[config.mk]
export PLATFORM = sky130hd
export DESIGN_NAME = tse_event_ctrl
export DESIGN_NICKNAME = d
export VERILOG_FILES = /design/src/tse_pkg.sv /design/src/tse_event_ctrl.sv
export VERILOG_INCLUDE_DIRS = /design/src /design/src/src
export SDC_FILE = /design/constraint.sdc
export NUM_CORES = 1
export LEC_CHECK = 0
export BUFFER_PORTS_ARGS = -buffer_cell sky130_fd_sc_hd__buf_4
export CAP_MARGIN = 5
export CELL_PAD_IN_SITES_DETAIL_PLACEMENT = 0
export CELL_PAD_IN_SITES_GLOBAL_PLACEMENT = 1
export CORE_UTILIZATION = 40
export DETAILED_ROUTE_END_ITERATION = 10
export PLACE_DENSITY = 0.67
export SLEW_MARGIN = 10
export SYNTH_ARGS = -nofsm -noshare
export SYNTH_HDL_FRONTEND = slang
export SYNTH_SLANG_ARGS = --single-unit
[constraint.sdc]
create_clock -name clock_i -period 19.05 [get_ports clock_i]
set_input_delay 0 -clock clock_i [delete_from_list [all_inputs] [get_ports clock_i]]
set_output_delay 0 -clock clock_i [all_outputs]
set_load 0.01 [all_outputs]
[src/tse_map.svh]
/*
  Constants of the two-stage event controller: sizes, event levels,
  default routing boundaries and fixed mask bits.
  Assumes inclusion by the package and the design module only.
*/
`ifndef TSE_MAP_SVH
`define TSE_MAP_SVH

// ****************************************
// Sizes
// ****************************************
`define TSE_N_SRC 48
`define TSE_N_LVL 16
`define TSE_N_CLASS 5
`define TSE_PC_W 32
`define TSE_IDX_W 6

// ****************************************
// Fixed event levels, 0 is highest
// ****************************************
`define TSE_LVL_EMU 0
`define TSE_LVL_RST 1
`define TSE_LVL_NMI 2
`define TSE_LVL_EXC 3
`define TSE_LVL_RSVD 4
`define TSE_LVL_HWE 5
`define TSE_LVL_TMR 6
`define TSE_LVL_GEN_LO 7
`define TSE_LVL_GEN_HI 15

// ****************************************
// Default routing: source index below each end maps to that level
// ****************************************
`define TSE_END_L7 15
`define TSE_END_L8 17
`define TSE_END_L9 25
`define TSE_END_L10 34
`define TSE_END_L11 41
`define TSE_END_L12 43

// ****************************************
// Mask layout and reset values
// ****************************************
`define TSE_FIXED_MASK 16'h000F
`define TSE_RSVD_BITS 16'h0010
`define TSE_MASK_RST 16'h0000

`endif

[src/tse_pkg.sv]
/*
  Types of the two-stage event controller: state struct, carrier
  structs and the default routing table builder.
  Assumes tse_map.svh is on the include path.
*/
`include "tse_map.svh"

package tse_pkg;

  typedef logic [3:0] tse_lvl_t;
  typedef logic [`TSE_N_LVL-1:0] tse_vec_t;
  typedef tse_lvl_t [`TSE_N_SRC-1:0] tse_map_t;

  // Write of one source's level
  typedef struct packed {
    logic en;
    logic [`TSE_IDX_W-1:0] idx;
    tse_lvl_t lvl;
  } tse_asg_s;

  // Write of a whole event vector (mask load or latch cancel)
  typedef struct packed {
    logic en;
    tse_vec_t data;
  } tse_vwr_s;

  // Software raise of one general level
  typedef struct packed {
    logic en;
    tse_lvl_t lvl;
  } tse_raise_s;

  typedef struct packed {
    tse_map_t amap;
    logic [`TSE_N_SRC-1:0] s1;
    logic [`TSE_N_SRC-1:0] s2;
    logic nmi1;
    logic nmi2;
    tse_vec_t raw_q;
    tse_vec_t latch;
    tse_vec_t mask;
    tse_vec_t pend;
    logic [`TSE_N_CLASS-1:0][`TSE_PC_W-1:0] ret_addr;
    logic take;
    tse_lvl_t take_lvl;
    logic push;
    logic emu_mode;
    logic core_reset;
    logic ret_done;
    logic [`TSE_PC_W-1:0] ret_pc;
  } tse_state_s;

  // Event class: fixed levels up to and including the exception keep their own slot
  function automatic logic [2:0] tse_class(tse_lvl_t l);
    if (l <= tse_lvl_t'(`TSE_LVL_EXC)) begin
      return l[2:0];
    end
    return 3'(`TSE_N_CLASS - 1);
  endfunction

  // Default source-to-level table
  function automatic tse_map_t tse_dflt_map();
    tse_map_t m;
    int c;
    for (int i = 0; i < `TSE_N_SRC; i++) begin
      c = int'(i >= `TSE_END_L7) + int'(i >= `TSE_END_L8) + int'(i >= `TSE_END_L9)
        + int'(i >= `TSE_END_L10) + int'(i >= `TSE_END_L11) + int'(i >= `TSE_END_L12);
      m[i] = tse_lvl_t'(`TSE_LVL_GEN_LO + c);
    end
    return m;
  endfunction

endpackage

[src/tse_event_ctrl.sv]
/*
  Two-stage event controller: a router that ORs peripheral sources onto
  general levels, and a core stage with latch, mask and pending vectors
  that picks, nests and returns events.
  Assumes the pipeline signals ready, return and pc on clock_i; the
  peripheral lines and the nonmaskable pin are asynchronous.
*/
// Functional notes
// - Several handlers may nest at once
// - Higher priority served first, preempts lower
// - Five classes: emulation, reset, NMI, exception, interrupt
// - Emulation event enters emulation mode
// - Accepted reset event resets the processor
// - NMI from watchdog or external pin
// - Exceptions are synchronous, taken before completion
// - Interrupts asynchronous: pins, peripherals, software
// - Each class has own return address
// - State pushed to supervisor stack on entry
// - Peripheral lines go through router to general levels
// - Nine general levels, seven to fifteen
// - Fixed priority order, level 4 reserved
// - Default routing, software may reassign levels
// - Default: wake-up, errors 7; clock, parallel 8
// - Default: serial port DMA to level 9
// - Default: SPI and UART DMA to 10
// - Default: timers, two-wire, CAN to 11
// - Default: GPIO A and B to 12
// - Default: memory DMA, watchdog to 13
// - Control writes only in supervisor mode
// - Rising edge latches; pending set clears latch
// - Masked events stay latched, not serviced
// - Per-source status shows asserting sources
`timescale 1ns/100ps
`default_nettype none

module tse_event_ctrl
  import tse_pkg::*;
(
  input wire logic clock_i,
  input wire logic rst_i,
  input wire logic [`TSE_N_SRC-1:0] src_irq_i,
  input wire logic nmi_pin_i,
  input wire logic emu_req_i,
  input wire logic rst_req_i,
  input wire logic wdog_nmi_i,
  input wire logic exc_req_i,
  input wire logic hwerr_i,
  input wire logic ctmr_i,
  input wire tse_raise_s raise_i,
  input wire logic sup_i,
  input wire tse_asg_s asg_i,
  input wire tse_vwr_s mask_wr_i,
  input wire tse_vwr_s lclr_i,
  input wire logic ready_i,
  input wire logic ret_i,
  input wire logic [`TSE_PC_W-1:0] pc_i,
  output logic take_o,
  output tse_lvl_t take_lvl_o,
  output logic push_o,
  output logic emu_mode_o,
  output logic core_reset_o,
  output logic ret_done_o,
  output logic [`TSE_PC_W-1:0] ret_pc_o,
  output tse_vec_t latch_o,
  output tse_vec_t mask_o,
  output tse_vec_t pend_o,
  output logic [`TSE_N_SRC-1:0] status_o
);

  // ****************************************
  // State and combinational helpers
  // ****************************************
  localparam tse_map_t DFLT_MAP = tse_dflt_map();

  tse_state_s s;
  tse_state_s next_s;
  tse_vec_t src_oh [`TSE_N_SRC];
  tse_vec_t route;
  tse_vec_t raw;
  tse_vec_t edge_v;
  tse_vec_t eff_mask;
  tse_vec_t lclr;
  tse_vec_t taken;
  logic found;
  logic blk;
  tse_lvl_t sel;
  logic have_pend;
  tse_lvl_t cur;

  // Each synchronised source drives a one-hot vector of its level
  genvar g;
  for (g = 0; g < `TSE_N_SRC; g++) begin : g_src
    assign src_oh[g] = s.s2[g] ? (tse_vec_t'(1) << s.amap[g]) : '0;
  end

  // ****************************************
  // Next-state logic
  // ****************************************
  always_comb begin
    next_s = s;
    next_s.take = 1'b0;
    next_s.push = 1'b0;
    next_s.core_reset = 1'b0;
    next_s.ret_done = 1'b0;

    // Pins pass two flops before anyone looks at them
    next_s.s1 = src_irq_i;
    next_s.s2 = s.s1;
    next_s.nmi1 = nmi_pin_i;
    next_s.nmi2 = s.nmi1;

    // Reassignment only from supervisor, only onto general levels
    if (asg_i.en && sup_i && asg_i.idx < `TSE_IDX_W'(`TSE_N_SRC)
        && asg_i.lvl >= tse_lvl_t'(`TSE_LVL_GEN_LO)) begin
      next_s.amap[asg_i.idx] = asg_i.lvl;
    end

    // OR all sources that share a level
    route = '0;
    for (int k = 0; k < `TSE_N_SRC; k++) begin
      route = route | src_oh[k];
    end

    // Raw request per priority level
    raw = '0;
    raw[`TSE_LVL_EMU] = emu_req_i;
    raw[`TSE_LVL_RST] = rst_req_i;
    raw[`TSE_LVL_NMI] = s.nmi2 | wdog_nmi_i;
    raw[`TSE_LVL_EXC] = exc_req_i;
    raw[`TSE_LVL_HWE] = hwerr_i;
    raw[`TSE_LVL_TMR] = ctmr_i;
    raw[`TSE_LVL_GEN_HI:`TSE_LVL_GEN_LO] = route[`TSE_LVL_GEN_HI:`TSE_LVL_GEN_LO];
    if (raise_i.en && raise_i.lvl >= tse_lvl_t'(`TSE_LVL_GEN_LO)) begin
      raw[raise_i.lvl] = 1'b1;
    end
    next_s.raw_q = raw;
    edge_v = raw & ~s.raw_q & ~`TSE_RSVD_BITS;

    // Top four events can never be masked; reserved level never exists
    eff_mask = s.mask | `TSE_FIXED_MASK;
    if (mask_wr_i.en && sup_i) begin
      next_s.mask = mask_wr_i.data & ~`TSE_FIXED_MASK & ~`TSE_RSVD_BITS;
    end
    // Cancelling a latched event is allowed only while it is masked
    lclr = (lclr_i.en && sup_i) ? (lclr_i.data & ~eff_mask) : '0;

    // Scan from level 0 down; a pending level blocks itself and below
    found = 1'b0;
    blk = 1'b0;
    sel = '0;
    for (int i = 0; i < `TSE_N_LVL; i++) begin
      if (s.pend[i]) begin
        blk = 1'b1;
      end else if (!blk && s.latch[i] && eff_mask[i]) begin
        found = 1'b1;
        sel = tse_lvl_t'(i);
        blk = 1'b1;
      end
    end

    // Lowest pending index is the handler now running
    have_pend = 1'b0;
    cur = '0;
    for (int i = `TSE_N_LVL - 1; i >= 0; i--) begin
      if (s.pend[i]) begin
        have_pend = 1'b1;
        cur = tse_lvl_t'(i);
      end
    end

    // Accept: nest on top of the running handler and push state
    taken = '0;
    if (found && ready_i && !ret_i) begin
      taken = tse_vec_t'(1) << sel;
      next_s.pend = s.pend | taken;
      next_s.take = 1'b1;
      next_s.take_lvl = sel;
      next_s.push = 1'b1;
      next_s.ret_addr[tse_class(sel)] = pc_i;
      if (sel == tse_lvl_t'(`TSE_LVL_EMU)) begin
        next_s.emu_mode = 1'b1;
      end
      if (sel == tse_lvl_t'(`TSE_LVL_RST)) begin
        next_s.core_reset = 1'b1;
      end
    end else if (ret_i && have_pend) begin
      // Return unwinds the innermost handler through its class slot
      next_s.pend[cur] = 1'b0;
      next_s.ret_done = 1'b1;
      next_s.ret_pc = s.ret_addr[tse_class(cur)];
      if (cur == tse_lvl_t'(`TSE_LVL_EMU)) begin
        next_s.emu_mode = 1'b0;
      end
    end

    // A fresh edge wins over any clear in the same cycle
    next_s.latch = (s.latch & ~lclr & ~taken) | edge_v;
  end

  // ****************************************
  // State register
  // ****************************************
  always_ff @(posedge clock_i or posedge rst_i) begin
    if (rst_i) begin
      s <= '0;
      s.amap <= DFLT_MAP;
      s.mask <= `TSE_MASK_RST;
    end else begin
      s <= next_s;
    end
  end

  // Outputs straight from the state flops
  assign take_o = s.take;
  assign take_lvl_o = s.take_lvl;
  assign push_o = s.push;
  assign emu_mode_o = s.emu_mode;
  assign core_reset_o = s.core_reset;
  assign ret_done_o = s.ret_done;
  assign ret_pc_o = s.ret_pc;
  assign latch_o = s.latch;
  assign mask_o = s.mask;
  assign pend_o = s.pend;
  assign status_o = s.s2;
endmodule

`default_nettype wire

==> run summary <==
The yosys synthesis warning count came out at 0. The initial antenna violation count is 5. In this run the static leakage power is 14.0 nW.

The setup-violating endpoint count in the final report is 0. The clock insertion delay at the later pin of the skew report came out at 0.64 ns. The slew at the pin closest to its max-slew limit came out at 1.25 ns. The post-CTS repair timing setup buffer count is 0. The final clock skew is 0.0254 ns. The remaining antenna violation count is 0.

The first global-routing pass estimated 153 mm of wire. The detailed-route wire length per cell came out at 30.3 um. The utilization after layout is 0.484. The final global-route overflow total is 0. The initial utilization of the core area, before any placement, comes to 0.405. The overall fraction of global-route tracks in use is 0.315. In this run the worst hold path is classified as in -> async. The power density over the cells came out at 110 mW/mm^2. The DRC violation total after the first TritonRoute iteration is 1,684. The number of buffers created by CTS came out at 59. In the final design database the tool counted 2,776 nets.

The master of the slowest instance on the critical path is sky130_fd_sc_hd__buf_4. The final max-slew violation count came out at 0. Buffers placed on the I/O ports in this run total 264.

For this run, the register share of the synthesized area comes to 0.518. The growth of design area from synthesis to finish came out at 19.5%. The DRC violation count after routing came out at 39. The number of distinct library cell variants in the gate-level netlist after synthesis came out at 71. The post-cts gate resize count came out at 0.

The signal on the critical path passes through or3_4 > or2_1 > a2111oi_0 > a31oi_1 > nand2_1 > or3_2 > buf_4 > mux2_2. The maximum count of clock buffers along a single path came out at 3. The cell count after synthesis came out at 2,361. The via-per-instance ratio came out at 5.89. The count of cells along the worst register-to-register path came out at 8. The worst setup path is of the reg -> reg kind. The sum of net half-perimeters after detailed placement is 80.9 mm. The core region is 0.0660 mm^2.

The ratio of cells with drive above 1 in the final layout is 0.339. The count of flip-flops with a built-in enable after synthesis is 0. The maximum level of the CTS H-tree is 2.

Setup repair after global routing left no endpoint under its margin. Measured against its own limit, the worst slew margin works out to 0.163. The number of top-level pins came out at 279.

The number of buffers inserted by hold repair at cts came out at 138. The first-pass detailed-route iteration total is 8. The final routed wirelength across all metal layers is 107 mm. The average instance in the mapped netlist occupies 11.3 um^2.

The arrival time reported for the critical path endpoint is 4.25 ns. The global placer's final weighted congestion is 1.02. The max capacitance violation total came out at 0. The largest fanout of any net on the critical path came out at 35. The clock sink count is 548. The final hold violation count was 0. Entering global routing, the biggest net connects 163 pins. The peak supply drop came out at 0.0000832 V. The die boundary height is 261 um. TritonCTS built the clock tree. The post-synthesis async set-or-reset flop share is 1.00.

The run finished, with violations left. The mapped cell area came out at 0.0267 mm^2. The number of cell rows came out at 94. The CTS clock-pin slew for the worst setup and hold paths is 0.06 ns.

The most used flip-flop cell after synthesis is sky130_fd_sc_hd__dfrtp_1. The via count of the first global-routing pass is 21,200. The maximum clock rate came out at 268 MHz. The share of the clock period used by the worst path came out at 0.196. The worst setup path is captured at a flip-flop.

In this run the horizontal extent of the chip is 261 um. In this run, synthesis produced a sequential element count of 548. The number of diodes is 0. The required time of the worst setup path is 19.56 ns.

The final reports fail on DRC. The clock root buffer is sky130_fd_sc_hd__clkbuf_16. The routed layout has 20,900 vias.

On the worst path, the slowest cell contributes a delay of 0.60 ns. The clock period minus worst slack is 3.74 ns. The die area is 0.0679 mm^2. The worst setup path is launched from a flip-flop. The summed negative setup slack over all endpoints is 0 ns.
-- worst paths after layout --
path	from	to	slack, ns
min in group clock_i	src_irq_i[27]	next_s[294]	0.02
setup reg to reg	pend_o[0]	s[99]	15.31
hold / removal	rst_i	mask_o[9]	0.02
setup / recovery	pend_o[0]	s[99]	15.31
max in group asynchronous	rst_i	s[125]	15.85
hold reg to reg	next_s[297]	status_o[30]	0.35
-- sequential cells by signal, indices dropped and copies added (netlist names) --
signal,count
status_o,48
pend_o,16
push_o,1
take_lvl_o,4
s,368
mask_o,11
ret_pc_o,32
next_s,49
ret_done_o,1
latch_o,16
emu_mode_o,1
core_reset_o,1
-- synthesized netlist by cell type (all sizes together), types with 2 or more instances --
cell	number	area (um^2)
a2111oi	3	26.3
a211o	7	61.3
a211oi	4	35.0
a21o	4	30.0
a21oi	42	210
a22o	5	43.8
a2bb2oi	3	26.3
a31oi	4	25.0
and2	7	43.8
and3b	2	17.5
buf	155	1190
clkbuf	59	223
dfrtp	427	10700
dfstp	121	3180
inv	38	143
mux2	389	4580
mux2i	35	350
nand2	147	552
nand2b	98	613
nand3	64	320
nand3b	56	420
nand4	36	225
nand4b	4	35.0
nor2	83	317
nor2b	4	25.0
nor3	190	951
nor3b	7	52.6
nor4	59	384
o211ai	3	22.5
o21a	3	22.5
o21ai	73	365
o21bai	2	15.0
o221ai	3	26.3
o22a	3	26.3
o22ai	145	907
o2bb2ai	5	43.8
o311ai	2	17.5
o31ai	4	30.0
o32a	2	20.0
o32ai	13	114
or2	4	25.0
or3	21	136
or4	10	78.8
-- worst max-delay path: cells and delay by family (launching register included) --
family	cells	cell delay (ns)
AOI/OAI and AO/OA	2	0.83
buffers and inverters	1	0.60
muxes	1	0.41
and+or+nand+nor	4	1.17
DFF	1	0.54
-- layout by cell type, fill, tap and decap left out, drive strengths merged, types with 10 or more instances in the layout --
cell | netlist | layout
nor4 | 59 | 59
dfstp | 121 | 121
nand3 | 64 | 64
nand4 | 36 | 36
nor2 | 83 | 83
o32ai | 13 | 13
nor3 | 190 | 190
nand2b | 98 | 98
buf | 155 | 284
a21oi | 42 | 42
nand3b | 56 | 56
mux2 | 389 | 389
or4 | 10 | 10
clkbuf | 59 | 94
o22ai | 145 | 145
or3 | 21 | 21
dlygate4sd3 | 0 | 138
inv | 38 | 40
clkinv | 1 | 14
dfrtp | 427 | 427
mux2i | 35 | 35
o21ai | 73 | 73
nand2 | 147 | 147
-- area by class of cell --
class | count | area [um^2]
Inverter | 39 | 154
Sequential cell | 548 | 13900
Timing Repair Buffer | 422 | 3530
Clock buffer | 94 | 1740
Tap cell | 864 | 1080
Fill cell | 5970 | 34000
Multi-Input combinational cell | 1564 | 11400
Clock inverter | 18 | 190
-- logic make-up (layout without fill, tap and decap cells) --
family / Yosys count / after routing / synth area share
muxes: 424 / 424 / 0.184
DFF: 548 / 548 / 0.518
other: 1 / 5 / 0.000140
buffers and inverters: 253 / 573 / 0.0583
AOI/OAI and AO/OA: 339 / 339 / 0.0804
and+or+nand+nor: 796 / 796 / 0.158
-- metal layers --
layer | track usage | routed length [um]
met1 | 0.431 | 47600
met2 | 0.517 | 50600
met3 | 0.0448 | 5770
met5 | 0 | 20
met4 | 0.0967 | 3440
-- per-stage QoR --
stage / total power [mW] / hold slack [ns] / setup slack [ns] / instances / cell area, um^2
final: 3.50 / 0.0194 / 15.31 / 3549 / 32000
after CTS: 3.54 / 0.000215 / 15.31 / 3549 / 32000
after floorplan: 2.08 / 0.0314 / 3.93 / 2365 / 26800
after global placement: 2.35 / 0.109 / 15.30 / 3299 / 28600
after detailed placement: 2.36 / 0.110 / 15.33 / 3299 / 28600
after global routing: 3.67 / 0.0134 / 15.18 / 3549 / 32000
-- power by group --
group | total [mW] | internal [mW] | switching, mW | leakage (nW)
Clock | 1.13 | 0.654 | 0.479 | 0.945
Sequential | 1.49 | 1.34 | 0.150 | 6.66
Combinational | 0.877 | 0.404 | 0.473 | 6.40
Total | 3.50 | 2.40 | 1.10 | 14.0
Power figures use the tool's default switching activity.
